`src/hw/capture_mode_pkg.sv`:
```
// Constants shared by the capture/compare channel
package capture_mode_pkg;
  // ----------------------------------------
  // Register byte addresses
  // ----------------------------------------
  localparam logic [7:0] ADDR_MODE_CONTROL = 8'h00;
  localparam logic [7:0] ADDR_CAPTURE_LOW = 8'h04;
  localparam logic [7:0] ADDR_CAPTURE_HIGH = 8'h08;
  localparam logic [7:0] ADDR_IRQ_STATUS = 8'h0C;
  localparam logic [7:0] ADDR_IRQ_ENABLE = 8'h10;
  localparam logic [7:0] ADDR_COMPARE_LOW = 8'h14;
  localparam logic [7:0] ADDR_COMPARE_HIGH = 8'h18;
  // ----------------------------------------
  // Fields and reset values
  // ----------------------------------------
  localparam int MODE_LSB = 0;
  localparam int MODE_MSB = 3;
  localparam int DUTY_LSB = 4;
  localparam int DUTY_MSB = 5;
  localparam logic [7:0] CONTROL_WRITE_MASK = 8'h3F;
  localparam logic [7:0] CONTROL_RESET = 8'h00;
  localparam logic [15:0] VALUE_RESET = 16'h0000;
  // ----------------------------------------
  // Mode encodings
  // ----------------------------------------
  localparam logic [3:0] MODE_OFF = 4'h0;
  localparam logic [3:0] MODE_RSVD_A = 4'h1;
  localparam logic [3:0] MODE_CMP_TOGGLE = 4'h2;
  localparam logic [3:0] MODE_RSVD_B = 4'h3;
  localparam logic [3:0] MODE_CAP_FALL = 4'h4;
  localparam logic [3:0] MODE_CAP_RISE = 4'h5;
  localparam logic [3:0] MODE_CAP_RISE4 = 4'h6;
  localparam logic [3:0] MODE_CAP_RISE16 = 4'h7;
  localparam logic [3:0] MODE_CMP_SET = 4'h8;
  localparam logic [3:0] MODE_CMP_CLEAR = 4'h9;
  localparam logic [3:0] MODE_CMP_SOFT = 4'hA;
  localparam logic [3:0] MODE_CMP_SPECIAL = 4'hB;
  localparam logic [1:0] MODE_PWM_TOP = 2'b11;
  localparam logic [3:0] PRESCALE_4_LAST = 4'h3;
  localparam logic [3:0] PRESCALE_16_LAST = 4'hF;
endpackage : capture_mode_pkg

```
`src/hw/edge_prescaler.sv`:
```
// Edge prescaler counting qualifying edges of the channel pin
`timescale 1ns/1ps
module edge_prescaler
  import capture_mode_pkg::*;
(
  input wire logic pclk,
  input wire logic presetn,
  input wire logic ce,
  input wire logic clear,
  input wire logic edge_seen,
  input wire logic [3:0] last_count,
  output logic fire
);
  logic [3:0] count;
  logic [3:0] next_count;

  always_comb
  begin
    next_count = count;
    fire = 1'b0;
    if (clear)
    begin
      next_count = 4'h0;
    end
    else if (edge_seen)
    begin
      // Count kept on setting change: a lower target can fire early
      if (count >= last_count)
      begin
        next_count = 4'h0;
        fire = 1'b1;
      end
      else
      begin
        next_count = count + 4'h1;
      end
    end
  end

  always_ff @(posedge pclk or negedge presetn)
  begin
    if (!presetn)
      count <= 4'h0;
    else if (ce)
      count <= next_count;
  end
endmodule : edge_prescaler

```
`src/hw/capture_mode_control.sv`:
```
// Capture/compare channel: mode control, capture path and APB registers
`timescale 1ns/1ps
module capture_mode_control
  import capture_mode_pkg::*;
(
  input wire logic pclk,
  input wire logic presetn,
  input wire logic ce,
  input wire logic psel,
  input wire logic penable,
  input wire logic pwrite,
  input wire logic [7:0] paddr,
  input wire logic [31:0] pwdata,
  output logic [31:0] prdata,
  output logic pready,
  output logic pslverr,
  input wire logic channel_pin_in,
  input wire logic [15:0] first_timer_count,
  input wire logic adc_enabled,
  output logic channel_out,
  output logic channel_out_drive,
  output logic timer_reset,
  output logic adc_start,
  output logic channel_irq_flag,
  output logic channel_irq,
  output logic pwm_active,
  output logic [9:0] pwm_duty
);
  // ----------------------------------------
  // Registers and state
  // ----------------------------------------
  logic [7:0] channel_mode_control;
  logic [15:0] capture_value;
  logic [15:0] compare_value;
  logic channel_irq_enable;
  logic pin_meta;
  logic pin_sync;
  logic pin_prev;
  logic [15:0] timer_sync_a;
  logic [15:0] timer_sync;
  logic match_prev;
  logic [7:0] next_control;
  logic [15:0] next_capture;
  logic [15:0] next_compare;
  logic next_irq_enable;
  logic next_flag;
  logic next_out;
  logic next_drive;
  logic next_timer_reset;
  logic next_adc_start;
  logic [31:0] next_prdata;
  logic next_pready;
  logic next_pslverr;
  logic next_irq;
  logic next_pwm_active;
  logic [9:0] next_pwm_duty;
  logic next_match_prev;
  logic [3:0] mode;
  logic is_capture;
  logic rise;
  logic fall;
  logic fire4;
  logic cap_event;
  logic match;
  logic match_edge;
  logic wr;
  logic rd_setup;
  logic clear_flag;

  assign mode = channel_mode_control[MODE_MSB:MODE_LSB];
  assign is_capture = (mode[3:2] == 2'b01);
  // Sample the live pin level whatever the pin direction
  assign rise = pin_sync && !pin_prev;
  assign fall = !pin_sync && pin_prev;
  assign match = (timer_sync == compare_value);
  // One event per match, not one per cycle of equality
  assign match_edge = match && !match_prev;
  assign wr = psel && penable && pwrite && pready;
  assign rd_setup = psel && !penable && !pwrite;

  // ----------------------------------------
  // Prescaler
  // ----------------------------------------
  edge_prescaler u_prescaler (
    .pclk(pclk),
    .presetn(presetn),
    .ce(ce),
    .clear(!is_capture),
    .edge_seen(rise && mode[1]),
    .last_count(mode[0] ? PRESCALE_16_LAST : PRESCALE_4_LAST),
    .fire(fire4)
  );

  always_comb
  begin
    cap_event = 1'b0;
    unique case (mode)
      MODE_CAP_FALL: cap_event = fall;
      MODE_CAP_RISE: cap_event = rise;
      MODE_CAP_RISE4: cap_event = fire4;
      MODE_CAP_RISE16: cap_event = fire4;
      default: cap_event = 1'b0;
    endcase
  end

  // ----------------------------------------
  // Next-state logic
  // ----------------------------------------
  always_comb
  begin
    next_control = channel_mode_control;
    next_capture = capture_value;
    next_compare = compare_value;
    next_irq_enable = channel_irq_enable;
    next_flag = channel_irq_flag;
    next_out = channel_out;
    next_drive = channel_out_drive;
    next_timer_reset = 1'b0;
    next_adc_start = 1'b0;
    clear_flag = 1'b0;
    if (wr)
    begin
      unique case (paddr)
        ADDR_MODE_CONTROL: next_control = pwdata[7:0] & CONTROL_WRITE_MASK;
        ADDR_CAPTURE_LOW: next_capture[7:0] = pwdata[7:0];
        ADDR_CAPTURE_HIGH: next_capture[15:8] = pwdata[7:0];
        ADDR_IRQ_STATUS: clear_flag = pwdata[0];
        ADDR_IRQ_ENABLE: next_irq_enable = pwdata[0];
        ADDR_COMPARE_LOW: next_compare[7:0] = pwdata[7:0];
        ADDR_COMPARE_HIGH: next_compare[15:8] = pwdata[7:0];
        default: ;
      endcase
    end
    if (clear_flag)
      next_flag = 1'b0;
    if (mode == MODE_OFF)
    begin
      next_out = 1'b0;
      next_drive = 1'b0;
    end
    else if (cap_event)
    begin
      // Latest event wins over any unread value
      next_capture = first_timer_count;
      next_flag = 1'b1;
    end
    else if (match_edge)
    begin
      unique case (mode)
        MODE_CMP_TOGGLE:
        begin
          next_out = !channel_out;
          next_drive = 1'b1;
          next_flag = 1'b1;
        end
        MODE_CMP_SET:
        begin
          next_out = 1'b1;
          next_drive = 1'b1;
          next_flag = 1'b1;
        end
        MODE_CMP_CLEAR:
        begin
          next_out = 1'b0;
          next_drive = 1'b1;
          next_flag = 1'b1;
        end
        MODE_CMP_SOFT: next_flag = 1'b1;
        MODE_CMP_SPECIAL:
        begin
          next_flag = 1'b1;
          next_timer_reset = 1'b1;
          next_adc_start = adc_enabled;
        end
        default: ;
      endcase
    end
    if (mode[3:2] != 2'b00 && mode[3:1] != 3'b100 && !(mode[3:2] == MODE_PWM_TOP))
      next_drive = (mode[3:2] == 2'b10) ? 1'b0 : next_drive;
    if (mode[3:2] == 2'b01)
      next_drive = 1'b0;
  end

  always_comb
  begin
    next_prdata = 32'h0000_0000;
    next_pslverr = 1'b0;
    next_pready = 1'b0;
    if (psel && !penable)
      next_pready = 1'b1;
    if (rd_setup)
    begin
      unique case (paddr)
        ADDR_MODE_CONTROL: next_prdata = {24'h00_0000, channel_mode_control};
        ADDR_CAPTURE_LOW: next_prdata = {24'h00_0000, capture_value[7:0]};
        ADDR_CAPTURE_HIGH: next_prdata = {24'h00_0000, capture_value[15:8]};
        ADDR_IRQ_STATUS: next_prdata = {31'h0000_0000, channel_irq_flag};
        ADDR_IRQ_ENABLE: next_prdata = {31'h0000_0000, channel_irq_enable};
        ADDR_COMPARE_LOW: next_prdata = {24'h00_0000, compare_value[7:0]};
        ADDR_COMPARE_HIGH: next_prdata = {24'h00_0000, compare_value[15:8]};
        default: next_pslverr = 1'b1;
      endcase
    end
    else if (psel && !penable)
    begin
      unique case (paddr)
        ADDR_MODE_CONTROL, ADDR_CAPTURE_LOW, ADDR_CAPTURE_HIGH, ADDR_IRQ_STATUS,
        ADDR_IRQ_ENABLE, ADDR_COMPARE_LOW, ADDR_COMPARE_HIGH: next_pslverr = 1'b0;
        default: next_pslverr = 1'b1;
      endcase
    end
  end

  // ----------------------------------------
  // Registers
  // ----------------------------------------
  always_comb
  begin
    next_irq = next_flag && next_irq_enable;
    next_pwm_active = (next_control[3:2] == MODE_PWM_TOP);
    next_pwm_duty = {next_capture[7:0], next_control[DUTY_MSB:DUTY_LSB]};
    // Off mode forgets the last match, so a match still standing at re-entry fires again
    next_match_prev = (mode == MODE_OFF) ? 1'b0 : match;
  end

  // Low ce as in sleep holds every count; work resumes from it
  always_ff @(posedge pclk or negedge presetn)
  begin
    if (!presetn)
    begin
      channel_mode_control <= CONTROL_RESET;
      capture_value <= VALUE_RESET;
      compare_value <= VALUE_RESET;
      channel_irq_enable <= 1'b0;
      channel_irq_flag <= 1'b0;
    end
    else if (ce)
    begin
      channel_mode_control <= next_control;
      capture_value <= next_capture;
      compare_value <= next_compare;
      channel_irq_enable <= next_irq_enable;
      channel_irq_flag <= next_flag;
    end
  end

  // ----------------------------------------
  // Channel, interrupt, event and PWM outputs
  // ----------------------------------------
  // Latch and drive hold their level while ce is low
  always_ff @(posedge pclk or negedge presetn)
  begin
    if (!presetn)
    begin
      channel_irq <= 1'b0;
      channel_out <= 1'b0;
      channel_out_drive <= 1'b0;
      timer_reset <= 1'b0;
      adc_start <= 1'b0;
      pwm_active <= 1'b0;
      pwm_duty <= 10'h000;
    end
    else if (ce)
    begin
      channel_irq <= next_irq;
      channel_out <= next_out;
      channel_out_drive <= next_drive;
      timer_reset <= next_timer_reset;
      adc_start <= next_adc_start;
      pwm_active <= next_pwm_active;
      pwm_duty <= next_pwm_duty;
    end
  end

  // ----------------------------------------
  // Pin and timer sampling
  // ----------------------------------------
  always_ff @(posedge pclk or negedge presetn)
  begin
    if (!presetn)
    begin
      pin_meta <= 1'b0;
      pin_sync <= 1'b0;
      pin_prev <= 1'b0;
      timer_sync_a <= VALUE_RESET;
      timer_sync <= VALUE_RESET;
      match_prev <= 1'b0;
    end
    else if (ce)
    begin
      // Pin is asynchronous: two stages before any logic reads it
      pin_meta <= channel_pin_in;
      pin_sync <= pin_meta;
      // Tracked in every mode, so a mode change leaves no stale edge to flag
      pin_prev <= pin_sync;
      // Timer shares this clock; stages only pipeline the compare
      timer_sync_a <= first_timer_count;
      timer_sync <= timer_sync_a;
      match_prev <= next_match_prev;
    end
  end

  // ----------------------------------------
  // Bus response
  // ----------------------------------------
  // Answer built at setup, so every access made while ce is high ends in one cycle
  always_ff @(posedge pclk or negedge presetn)
  begin
    if (!presetn)
    begin
      prdata <= 32'h0000_0000;
      pready <= 1'b0;
      pslverr <= 1'b0;
    end
    else if (ce)
    begin
      prdata <= next_prdata;
      pready <= next_pready;
      pslverr <= next_pslverr;
    end
  end
endmodule : capture_mode_control

```
`config.mk`:
```
export PLATFORM = sky130hd
export DESIGN_NAME = capture_mode_control
export DESIGN_NICKNAME = d
export VERILOG_FILES = /design/src/hw/capture_mode_pkg.sv /design/src/hw/edge_prescaler.sv /design/src/hw/capture_mode_control.sv
export SDC_FILE = /design/constraint.sdc
export NUM_CORES = 1
export LEC_CHECK = 0
export BUFFER_PORTS_ARGS = -buffer_cell sky130_fd_sc_hd__buf_2
export CAP_MARGIN = 10
export CORE_MARGIN = 2
export CORE_UTILIZATION = 30
export CTS_BUF_LIST = sky130_fd_sc_hd__clkbuf_8
export DETAILED_ROUTE_END_ITERATION = 10
export HOLD_SLACK_MARGIN = 0.15
export PLACE_DENSITY = 0.56
export SYNTH_ARGS = -nofsm -noshare
export SYNTH_HDL_FRONTEND = slang
export SYNTH_SLANG_ARGS = --single-unit
```
`constraint.sdc`:
```
create_clock -name pclk -period 1.97 [get_ports pclk]
set_input_delay 0.197 -clock pclk [delete_from_list [all_inputs] [get_ports pclk]]
set_output_delay 0.197 -clock pclk [all_outputs]
set_load 0.1 [all_outputs]
```
After elaboration in Yosys (flattened, before gate mapping) --
Cells that the tools add are included.
Storage, ports and cells: bits in registers 130, bits of input ports 64, output and inout bits 51, logic and storage cells 132
Cells by class: add/subtract/negate cells 1, magnitude comparators 1, eq/ne operators 23, muxes and demuxes 50, reductions and logical operators 33
Operators by type and width (count):
- 8-bit case mux with 7 select lines | 1
- 16-bit 2-to-1 mux | 3
- 1-bit 2-to-1 mux | 35
- 8-bit by 5-bit == test with 1-bit output, second input constant | 3
- 8-bit 2-to-1 mux | 3
- 16-bit == test | 1
- 4-bit by 3-bit == test with 1-bit output, second input constant | 4
- 4-bit == test, second input constant | 4
- 8-bit by 4-bit == test with 1-bit output, second input constant | 2
- 4-bit 2-to-1 mux | 4
- 1-bit logical AND | 12
- 6-bit 2-to-1 mux | 2
- 3-bit AND reduction | 3
- 8-bit by 3-bit == test with 1-bit output, second input constant | 1
- 8-bit logical NOT | 1
- 1-bit logical NOT | 7
- 7-bit OR reduction | 1
- 2-bit == test, second input constant | 3
- 1-bit case mux with 3 select lines | 2
- 5-bit OR reduction | 1
- 4-bit by 1-bit adder with 4-bit output, second input constant | 1
- 4-bit by 2-bit == test with 1-bit output, second input constant | 1
- 4-bit greater-or-equal comparator | 1
- 4-bit logical NOT | 1
- other kinds (9) | 11

Depth between registers and ports, before layout --
Gate-level depths: netlist (run 1).
depth after elaboration 11, mapped depth 8, mapped depth without buffers 7

By module --
A second synthesis (run 1) with hierarchy kept.
Unflattened totals: cell total of the unflattened synthesis 453, area total of the unflattened synthesis 4877.2 um2
Modules (own cells, without submodules):
- capture_mode_control | times used 1, cells each 418, area each 4565.6 um2, seq. area each 2302.2 um2
- edge_prescaler | times used 1, cells each 35, area each 311.5 um2, seq. area each 100.1 um2

Worst setup path after synthesis (run 1) --
OpenSTA, ideal clock, no wires.
kind flip-flop to flip-flop, start reg pready, end reg compare_value[0], setup time 125 ps, data arrival time 2173 ps, data required time 1845 ps, path slack -328 ps, cell stages (with the launch flop) 5, buffers on the path 0, clock period less this slack 2298 ps, path through dfrtp_1 -> and4_1 -> nand2_1 -> nor3_4 -> mux2_2
Between the ends: cells in the longest elaborated chain, start to end 2
Ends and longest elaborated chain:
- from (decl) | line capture_mode_control.sv:15 | output logic pready,
- from (signal assigned) | line capture_mode_control.sv:318 | pready <= next_pready;
- 1-bit logical AND | line capture_mode_control.sv:78 | assign wr = psel && penable && pwrite && pready;
- 3-bit AND reduction (no line)
- to (signal assigned) | line capture_mode_control.sv:241 | compare_value <= next_compare;
- to (decl) | line capture_mode_control.sv:34 | logic [15:0] compare_value;
No other way between the ends. A chain may end at the register's enable or synchronous reset.

Final worst setup path (run 1) --
start reg compare_value[3], end reg channel_irq
Between the ends: cells in the longest elaborated chain, start to end 6
Ends and longest elaborated chain:
- 16-bit == test | line capture_mode_control.sv:75 | assign match = (timer_sync == compare_value);
- 1-bit logical AND | line capture_mode_control.sv:77 | assign match_edge = match && !match_prev;
- 1-bit 2-to-1 mux | line capture_mode_control.sv:147 | else if (match_edge)
- 1-bit 2-to-1 mux | line capture_mode_control.sv:141 | else if (cap_event)
- 1-bit 2-to-1 mux | line capture_mode_control.sv:136 | if (mode == MODE_OFF)
- 1-bit logical AND | line capture_mode_control.sv:219 | next_irq = next_flag && next_irq_enable;
- to (signal assigned) | line capture_mode_control.sv:265 | channel_irq <= next_irq;
- to (decl) | line capture_mode_control.sv:25 | output logic channel_irq,
No other way between the ends.

==> metrics, run 1 <==
final max-slew violation count 0; first-pass GRT wire length 21090 um; number of nets still failing antenna checks after routing 0; fin nets around 650; most common library cell in the layout ignoring fill and taps sky130_fd_sc_hd__dfrtp_1; CP max FO 2; final cell count without fillers roughly 800; required time at the worst-slack endpoint approximately 2.3 ns; global-route congestion overflow total 0; post-synthesis instance area about 0.0051 mm^2; length in cells of the worst reg-to-reg path 5; most utilized layer in the global route result met2; detail-routed net length per standard cell between 15 and 20 um; All-Layer GR Usage 0.1538; power density cells around 640 mW/mm^2; Row Count 47; max incr delay on CP 0.53 ns; P&R area growth vs syn 29.18%; Setup crit start compare_value[3]$_DFFE_PN0P_; clock tree root buffer cell sky130_fd_sc_hd__clkbuf_8; final design area excluding fillers 0.006558 mm^2; slack of the worst reg-to-reg path -0.12 ns; Top Ports around 120; max-capacitance violation count 0; pin count of the biggest net entering global routing 66; buffer levels on the longest clock path 2; slack of the critical path -0.1174 ns; Critical R2R Capture channel_irq$_DFFE_PN0P_; capture endpoint of the worst hold path pslverr$_DFFE_PN0P_; Period minus WS final between 2 and 2.5 ns; clock insertion delay at the later pin of the skew report about 0.38 ns; maximum achievable frequency between 0.4 and 0.5 GHz; worst path bufs/invs 0; number of fill cells in the layout ~1600; number of clock buffers inserted by TritonCTS 9; met3 demand-to-capacity share in global routing 0.02646; maximum clock skew at final layout 0.01019 ns; H-tree levels 3; arrival time reported for the critical path endpoint about 2.4 ns; number of warnings issued by yosys 0; master of the slowest instance on the critical path sky130_fd_sc_hd__or4_4; synthesized area per cell 10.96 um^2; die extent in y 134.1 um; EDFF count, synth 0; min-delay worst type in -> reg; total number of vias between 3000 and 4000; startpoint-to-endpoint class of the critical path reg -> reg; Num Clock Sinks 96; setup repair after global routing missed its margin true; final HPWL from detailed placement 10050 um; violations in the final reports setup timing; vias per cell between 4 and 5; Unique masters post-synth 61; worst hold path cell count 3; proportion of register bits with asynchronous set or reset after synthesis 1.000; Initial Utilization 0.3061; crit-path leading delay family simple AND/OR/NAND/NOR gates; number of global-route vias before repair a little under 4000; clock transition time at the flip-flop clock pins of the worst setup and hold paths 0.10 ns; met2 Resource Use GR 0.2410; critical hold path startpoint penable; CTS tree yes; run status finished, violations left; number of antenna violations at the first check in global routing 0; sort of element at the start of the critical path flip-flop; Placeable Area between 0.015 and 0.02 mm^2; count of mapped cells out of synthesis around 460; number of antenna cells inserted 0; worst path cell trace xor2_1 -> nor4_2 -> nand4_1 -> or4_4 -> a221oi_2; met1 track demand over resource in global routing 0.2102; reported leakage power ~3.1 nW; actual slew at the worst max-slew pin 0.6797 ns; largest voltage drop on the vdd net between 0.3 and 0.4 mV; Cells after DPL 767; Reg2Reg Launch Point compare_value[3]$_DFFE_PN0P_; TritonRoute pass-1 iters 4; Final Wtd Congestion slightly below 0.9; endpoint class of the critical path flip-flop; final wirelength approximately 13000 um; commonest cells after routing, fill and taps aside sky130_fd_sc_hd__dfrtp_1, sky130_fd_sc_hd__buf_2, sky130_fd_sc_hd__mux2_2; number of I/O port buffers 66; Post-Place Setup Slack -0.2938 ns; fraction of layout instances using a drive strength above 1 0.3892; synthesis-stage register bit count between 90 and 100; cell depth of the worst setup path 5; horizontal extent of the die 134.1 um; Post-route DRC 0; post-layout util 0.3954; crit share post-route 1.060; sum of negative setup slack -0.1502 ns; starting DRC count in detailed routing ~230; relative slew slack 0.5421; Area after DPL 0.005872 mm^2; overall die area ~0.018 mm^2; final hold violation count 0; Post-synth top flop sky130_fd_sc_hd__dfrtp_1; portion of the post-synthesis area used by sequential elements 0.4733; setup violators final 3
synth_stat cells, types with 4 or more instances:
| master | instances | share of area |
|---|---|---|
| sky130_fd_sc_hd__a2bb2oi_1 | 8 | 0.014 |
| sky130_fd_sc_hd__a22o_1 | 4 | 0.0069 |
| sky130_fd_sc_hd__or2b_1 | 8 | 0.012 |
| sky130_fd_sc_hd__dfrtp_1 | 96 | 0.47 |
| sky130_fd_sc_hd__nor2_1 | 14 | 0.010 |
| sky130_fd_sc_hd__clkbuf_1 | 19 | 0.014 |
| sky130_fd_sc_hd__a221o_1 | 12 | 0.024 |
| sky130_fd_sc_hd__nor3_1 | 8 | 0.0079 |
| sky130_fd_sc_hd__nand2_1 | 17 | 0.013 |
| sky130_fd_sc_hd__xor2_1 | 16 | 0.028 |
| sky130_fd_sc_hd__o22ai_1 | 19 | 0.023 |
| sky130_fd_sc_hd__a21oi_1 | 12 | 0.012 |
| sky130_fd_sc_hd__o21ai_0 | 15 | 0.015 |
| sky130_fd_sc_hd__nand3_1 | 4 | 0.0039 |
| sky130_fd_sc_hd__buf_4 | 34 | 0.050 |
| sky130_fd_sc_hd__nor4_1 | 7 | 0.0086 |
| sky130_fd_sc_hd__inv_1 | 30 | 0.022 |
| sky130_fd_sc_hd__mux2i_1 | 14 | 0.028 |
| sky130_fd_sc_hd__or4_1 | 4 | 0.0059 |
| sky130_fd_sc_hd__and2_1 | 9 | 0.011 |
| sky130_fd_sc_hd__mux2_2 | 52 | 0.12 |
cell type report:
class / instances / area [um^2] / share of cell area
clock buffers: 10 / 137.6 / 0.02099
inverters: 31 / 116.4 / 0.01774
clock inverters: 5 / 66.31 / 0.01011
repair buffers: 149 / 1120 / 0.1708
well taps: 220 / 275.3 / 0.04198
flip-flops and latches: 96 / 2407 / 0.3671
multi-input cells: 300 / 2435 / 0.3713
worst register-to-register path, stage by stage (launching register included):
cell and delay [ns]:
sky130_fd_sc_hd__dfrtp_1 0.40, sky130_fd_sc_hd__xor2_1 0.17, sky130_fd_sc_hd__nor4_2 0.41, sky130_fd_sc_hd__nand4_1 0.23
sky130_fd_sc_hd__or4_4 0.53, sky130_fd_sc_hd__a221oi_2 0.25
metal layers:
metal  part of all wire  wire length [um]
met2               0.47              6291
met1               0.47              6267
met4              0.025               342
met3              0.040               536
met5                  0                 0
through the flow:
stage,power [mW],hold slack [ns]
detailed placement,2.849,0.2370
floorplan,2.667,-0.09859
global placement,2.837,0.2336
global route,4.385,0.1773
CTS,4.254,0.1577
finish,4.218,0.1869
worst max-delay path by stage:
stage / to / slack, ns
after floorplan: channel_mode_control[1]$_DFFE_PN0P_ / 0.02
after global placement: channel_irq$_DFFE_PN0P_ / -0.28
after detailed placement: channel_irq$_DFFE_PN0P_ / -0.29
after CTS: channel_irq$_DFFE_PN0P_ / -0.11
after global routing: channel_irq$_DFFE_PN0P_ / -0.20
final: channel_irq$_DFFE_PN0P_ / -0.12
repair_timing:
action                                  4_1_cts  5_1_grt
endpoints found under the hold margin       132        0
resized for setup                            11       23
endpoints found under the setup margin       13       22
hold buffers                                 24        0
gates cloned                                  0        1
pin swaps                                     5        6
buffers inserted                              2        3
power breakdown:
group	total, mW	internal [mW]	switching, mW
Clock	1.35	0.628	0.726
Combinational	0.707	0.235	0.472
Sequential	2.16	2.08	0.0829
Total	4.22	2.94	1.28
state kept, by name, indices dropped and copies added, names as in the netlist, 4 cells and up:
| signal | count |
|---|---|
| compare_value | 16 |
| prdata | 8 |
| timer_sync | 16 |
| capture_value | 16 |
| u_prescaler.count | 4 |
| channel_mode_control | 5 |
| timer_sync_a | 16 |
kinds of logic (layout without fill, tap and decap cells):
family	after synthesis	in the layout	synth area share
and+or+nand+nor	99	99	0.1176
muxes	68	68	0.1496
DFF	96	96	0.4733
adders and majority gates	3	3	0.007395
buffers and inverters	90	195	0.09366
xor gates and xnor gates	16	16	0.02761
other	1	24	0.0007388
AOI/OAI and AO/OA	90	90	0.1302
Power figures use the tool's default switching activity.
==> run 2: changes to the inputs <==
==> constraint.sdc (replaced) <==
create_clock -name pclk -period 1.97 [get_ports pclk]
set_input_delay 0.394 -clock pclk [delete_from_list [all_inputs] [get_ports pclk]]
set_output_delay 0.394 -clock pclk [all_outputs]
set_load 0.1 [all_outputs]
==> metrics, run 2 (same netlist as run 1, synthesis figures left out) <==
number of clock buffers inserted by TritonCTS 9 (unchanged); slack of the critical path -0.07341 ns (+0.04403 ns); All-Layer GR Usage 0.1558 (+0.001966); met3 WL 551 um (+2.8%); pin count of the biggest net entering global routing 50 (-24%); power density cells 652.4 mW/mm^2 (+1.4%); CTS tree yes; Area after DPL 0.005966 mm^2 (+1.6%); sw frac 0.2880 (-0.01564); final HPWL from detailed placement 9989 um (-0.56%); arrival time reported for the critical path endpoint 2.33 ns (-0.05 ns); detail-routed net length per standard cell 16.78 um (+1.3%); Num Clock Sinks 96 (unchanged); final wirelength 13470 um (+0.27%); most common library cell in the layout ignoring fill and taps sky130_fd_sc_hd__dfrtp_1; commonest cells after routing, fill and taps aside sky130_fd_sc_hd__dfrtp_1, sky130_fd_sc_hd__buf_2, sky130_fd_sc_hd__buf_4; Total Power 4.248 mW (+0.71%); worst path cell trace xor2_1 -> nor4_1 -> buf_4 -> nand4_1 -> or4_4 -> a221oi_2; Post-Place Setup Slack -0.2324 ns (+0.06147 ns); post-layout util 0.3926 (-0.002792); violations in the final reports setup timing; overall die area 0.01798 mm^2 (unchanged); P&R area growth vs syn 28.27%; Period minus WS final 2.043 ns (-0.04403 ns); number of antenna cells inserted 0 (unchanged); reported leakage power 3.125 nW (+0.59%); number of I/O port buffers 66 (unchanged); horizontal extent of the die 134.1 um (unchanged); startpoint-to-endpoint class of the critical path reg -> reg; die extent in y 134.1 um (unchanged); crit share post-route 1.037 (-0.02235); run status finished, violations left; maximum achievable frequency 0.4894 GHz (+2.2%); worst path bufs/invs 1 (+1); Comb power frac 0.159 (-0.009); Final Wtd Congestion 0.8383 (-3.2%); final cell count without fillers 803 (-0.99%); buffer levels on the longest clock path 2 (unchanged); uppermost routed layer met4; area taken by multi-input logic gates 0.002495 mm^2 (+2.5%); final max-slew violation count 0 (unchanged); endpoint class of the critical path flip-flop; maximum clock skew at final layout 0.01002 ns (-0.0001728 ns); Clock power frac 0.334 (+0.013); setup repair after global routing missed its margin true; Row Count 47 (unchanged); number of antenna violations at the first check in global routing 0 (unchanged); Top Ports 115 (unchanged); master of the slowest instance on the critical path sky130_fd_sc_hd__or4_4; actual slew at the worst max-slew pin 0.5594 ns (-0.1203 ns); sort of element at the start of the critical path flip-flop; first-pass GRT wire length 21580 um (+2.3%); required time at the worst-slack endpoint 2.25 ns (about the same); fraction of layout instances using a drive strength above 1 0.4237 (+0.03450); WL met1 6308 um (+0.65%); final design area excluding fillers 0.006511 mm^2 (-0.71%); switching component of the power 1.224 mW (-4.5%); starting DRC count in detailed routing 151 (-33%); Reg power frac 0.507 (-0.005); clock transition time at the flip-flop clock pins of the worst setup and hold paths 0.09 ns (about the same); total number of vias 3838 (-2.0%); tightest hold margin 0.2466 ns (+0.05970 ns); largest voltage drop on the vdd net 0.3275 mV (-0.20%); number of global-route vias before repair 3899 (+1.2%); sum of negative setup slack -0.1545 ns (-0.004292 ns); H-tree levels 3 (unchanged); CP max FO 2 (unchanged); fin nets 645 (-1.4%); crit-path leading delay family simple AND/OR/NAND/NOR gates; global-route congestion overflow total 0 (unchanged); number of nets still failing antenna checks after routing 0 (unchanged); internal power 3.025 mW (+3.0%); Seq. cell area 0.002407 mm^2 (unchanged); clock insertion delay at the later pin of the skew report 0.37 ns (about the same); TritonRoute pass-1 iters 4 (unchanged); min-delay worst type in -> reg; number of fill cells in the layout 1634 (-0.85%); clock tree root buffer cell sky130_fd_sc_hd__clkbuf_8; Placeable Area 0.01658 mm^2 (unchanged); setup violators final 6 (+3); Post-route DRC 0 (unchanged); relative slew slack 0.6231 (+0.08104); max-capacitance violation count 0 (unchanged); final hold violation count 0 (unchanged); Cells after DPL 776 (+1.2%); Initial Utilization 0.3061 (unchanged); max incr delay on CP 0.54 ns (about the same); vias per cell 4.780 (-1.0%); met2 wire len 6352 um (+0.97%)
[run 2: path summary, 6_finish.rpt]
| kind | startpoint | end | slack (ns) | cells after the start |
|---|---|---|---|---|
| setup / recovery | timer_sync[5]$_DFFE_PN0P_ | channel_irq$_DFFE_PN0P_ | -0.07 | 6 |
| max in group asynchronous | presetn | timer_sync[5]$_DFFE_PN0P_ | 0.73 | 4 |
| hold reg to reg | timer_sync_a[9]$_DFFE_PN0P_ | timer_sync_a[9]$_DFFE_PN0P_ | 0.51 | 1 |
| min in group asynchronous | presetn | timer_sync_a[11]$_DFFE_PN0P_ | 0.51 | 2 |
| hold / removal | first_timer_count[3] | timer_sync_a[3]$_DFFE_PN0P_ | 0.25 | 3 |
| setup reg to reg | timer_sync[5]$_DFFE_PN0P_ | channel_irq$_DFFE_PN0P_ | -0.07 | 6 |
[run 2: metal layers]
layer | track usage | vias to the layer above
met5 | 0 | -
met4 | 0.05322 | 0
met3 | 0.03175 | 19
met2 | 0.2493 | 89
met1 | 0.2112 | 1894
li1 | - | 1836
[run 2: layout make-up]
class | count | area share
Multi-Input combinational cell | 300 | 0.3832
Sequential cell | 96 | 0.3697
Timing Repair Buffer | 140 | 0.1541
Tap cell | 220 | 0.04228
Clock buffer | 10 | 0.02114
Inverter | 31 | 0.01787
Clock inverter | 6 | 0.01172
[run 2: repair_timing]
item	in CTS	in global routing
endpoints found under the setup margin	11	30
resized for setup	16	27
cloned	0	1
hold endpoints to repair	27	0
pin swaps	9	17
buffers inserted	6	5
hold buffers	1	0
[run 2: worst min-delay path, stage by stage]
cell and delay [ns]:
sky130_fd_sc_hd__buf_2 0.08, sky130_fd_sc_hd__nand2_1 0.05, sky130_fd_sc_hd__o21ai_0 0.06
[run 2: power groups by stage]
stage               Clock [mW]  Combinational, mW  Sequential, mW
CTS                       1.46              0.668            2.16
floorplan                    0              0.464            2.21
finish                    1.42              0.676            2.15
global placement             0              0.653            2.19
detailed placement           0              0.662            2.19
global route              1.54              0.726            2.17
==> run 3: changes to the inputs <==
--- a/config.mk
+++ b/config.mk
@@ -13,6 +13,7 @@
 export DETAILED_ROUTE_END_ITERATION = 10
 export HOLD_SLACK_MARGIN = 0.15
 export PLACE_DENSITY = 0.56
+export SETUP_SLACK_MARGIN = 0.1
 export SYNTH_ARGS = -nofsm -noshare
 export SYNTH_HDL_FRONTEND = slang
 export SYNTH_SLANG_ARGS = --single-unit
==> metrics, run 3 (same netlist as run 1, synthesis figures left out) <==
run status finished, violations left; violations in the final reports setup timing; first-pass GRT wire length 21270 um (-1.4%); maximum clock skew at final layout 0.01107 ns (+0.001045 ns); overall die area 0.01798 mm^2 (unchanged); sw frac 0.3217 (+0.03373); post-layout util 0.3904 (-0.002263); final hold violation count 0 (unchanged); sort of element at the start of the critical path flip-flop; number of antenna cells inserted 0 (unchanged); TritonRoute pass-1 iters 4 (unchanged); Num Clock Sinks 96 (unchanged); clock tree root buffer cell sky130_fd_sc_hd__clkbuf_8; final max-slew violation count 0 (unchanged); reported leakage power 3.061 nW (-2.0%); endpoint class of the critical path flip-flop; P&R area growth vs syn 27.53%; setup repair after global routing missed its margin true; Post-route DRC 0 (unchanged); Placeable Area 0.01658 mm^2 (unchanged); Top Ports 115 (unchanged); relative slew slack 0.6165 (-0.006668); sum of negative setup slack -1.168 ns (-1.014 ns); length in cells of the worst reg-to-reg path 5 (-1); vias per cell 4.898 (+2.5%); maximum achievable frequency 0.4684 GHz (-4.3%); global-route congestion overflow total 0 (unchanged); clock transition time at the flip-flop clock pins of the worst setup and hold paths 0.10 ns (about the same); actual slew at the worst max-slew pin 0.5693 ns (+0.009897 ns); required time at the worst-slack endpoint 2.27 ns (+0.02 ns); Initial Utilization 0.3061 (unchanged); Clock power frac 0.301 (-0.033); most common library cell in the layout ignoring fill and taps sky130_fd_sc_hd__dfrtp_1; number of global-route vias before repair 3817 (-2.1%); number of nets still failing antenna checks after routing 0 (unchanged); fin nets 633 (-1.9%); internal power 2.746 mW (-9.2%); switching component of the power 1.302 mW (+6.4%); min-delay worst type in -> reg; starting DRC count in detailed routing 212 (+40%); Reg power frac 0.532 (+0.025); crit share post-route 1.084 (+0.04646); final cell count without fillers 791 (-1.5%); Final Wtd Congestion 0.8645 (+3.1%); largest voltage drop on the vdd net 0.2689 mV (-18%); pin count of the biggest net entering global routing 72 (+44%); Period minus WS final 2.135 ns (+0.09152 ns); Row Count 47 (unchanged); startpoint-to-endpoint class of the critical path reg -> reg; clock insertion delay at the later pin of the skew report 0.38 ns (about the same); Comb power frac 0.166 (+0.007); fraction of layout instances using a drive strength above 1 0.4186 (-0.005107); slack of the critical path -0.1649 ns (-0.09152 ns); total number of vias 3874 (+0.94%); power density cells 625.3 mW/mm^2 (-4.2%); final HPWL from detailed placement 10020 um (+0.28%); All-Layer GR Usage 0.1554 (-0.0003225); setup violators final 18 (+12); buffer levels on the longest clock path 2 (unchanged); max-capacitance violation count 0 (unchanged); detail-routed net length per standard cell 17.39 um (+3.6%); Cells after DPL 769 (-0.90%); Total Power 4.048 mW (-4.7%); H-tree levels 3 (unchanged); horizontal extent of the die 134.1 um (unchanged); slack of the worst reg-to-reg path -0.16 ns (-0.09 ns); tightest hold margin 0.2383 ns (-0.008339 ns); worst hold path cell count 3 (unchanged); number of clock buffers inserted by TritonCTS 9 (unchanged); arrival time reported for the critical path endpoint 2.43 ns (+0.10 ns); commonest cells after routing, fill and taps aside sky130_fd_sc_hd__dfrtp_1, sky130_fd_sc_hd__buf_2, sky130_fd_sc_hd__buf_4; final wirelength 13760 um (+2.1%); number of antenna violations at the first check in global routing 0 (unchanged); number of I/O port buffers 66 (unchanged); die extent in y 134.1 um (unchanged); CP max FO 2 (unchanged); CTS tree yes
-- run 3: cell types whose count changed in the layout (fill, tap and decap cells not counted), moves of 2 or more --
cell,change
sky130_fd_sc_hd__buf_6,-4
sky130_fd_sc_hd__buf_12,+4
sky130_fd_sc_hd__inv_1,-2
sky130_fd_sc_hd__buf_4,-12
sky130_fd_sc_hd__nor4_1,-2
sky130_fd_sc_hd__mux2_4,+14
sky130_fd_sc_hd__nor4_2,+2
sky130_fd_sc_hd__mux2_2,-13
sky130_fd_sc_hd__bufinv_16,-2
sky130_fd_sc_hd__clkinv_4,+3
-- run 3: what timing repair did --
item                       CTS  global route
gates resized for setup     20            16
cloned                       0             1
buffers inserted             4             1
hold endpoints to repair    33             0
hold buffers                 1             0
setup endpoints to repair   21            31
pin swaps                   16            11
-- run 3: worst paths after layout --
check	from	endpoint
setup / recovery	compare_value[8]$_DFFE_PN0P_	channel_irq$_DFFE_PN0P_
hold / removal	first_timer_count[3]	timer_sync_a[3]$_DFFE_PN0P_
setup reg to reg	compare_value[8]$_DFFE_PN0P_	channel_irq$_DFFE_PN0P_
hold reg to reg	timer_sync_a[12]$_DFFE_PN0P_	timer_sync[12]$_DFFE_PN0P_
max in group asynchronous	presetn	capture_value[13]$_DFFE_PN0P_
min in group asynchronous	presetn	timer_sync_a[9]$_DFFE_PN0P_
-- run 3: worst max-delay path, stage by stage, from the launching register on --
cell and delay [ns]:
sky130_fd_sc_hd__dfrtp_1 0.41, sky130_fd_sc_hd__xor2_1 0.17, sky130_fd_sc_hd__nor4_1 0.38, sky130_fd_sc_hd__nand4_1 0.27, sky130_fd_sc_hd__or4_4 0.55, sky130_fd_sc_hd__a221oi_2 0.26
-- run 3: area by class of cell --
class,instances,area [um^2]
fillers,1632,10110
inverters,31,116.4
multi-input cells,300,2571
flip-flops and latches,96,2407
repair buffers,128,930.9
clock inverters,7,48.80
clock buffers,9,123.9
well taps,220,275.3
-- run 3: per-layer routing --
layer / global-route usage / share of wire / vias up
li1: - / - / 1803
met1: 0.2071 / 0.44 / 1933
met2: 0.2493 / 0.48 / 115
met3: 0.03515 / 0.060 / 23
met4: 0.05556 / 0.021 / 0
met5: 0 / 0 / -
-- run 3: stage by stage --
| step | cell area, um^2 | worst slack, ns |
|---|---|---|
| after floorplan | 5294 | -0.1156 |
| final | 6474 | -0.1649 |
| after global placement | 6035 | -0.1636 |
| after CTS | 6372 | -0.2180 |
| after detailed placement | 6035 | -0.1896 |
| after global routing | 6474 | -0.2410 |
-- run 3: power groups by stage --
| stage | Clock (mW) | Sequential [mW] | Combinational, mW |
|---|---|---|---|
| after floorplan | 0 | 2.21 | 0.466 |
| after global placement | 0 | 2.19 | 0.644 |
| after detailed placement | 0 | 2.19 | 0.654 |
| after CTS | 1.25 | 2.16 | 0.668 |
| after global routing | 1.31 | 2.17 | 0.723 |
| final | 1.22 | 2.16 | 0.673 |
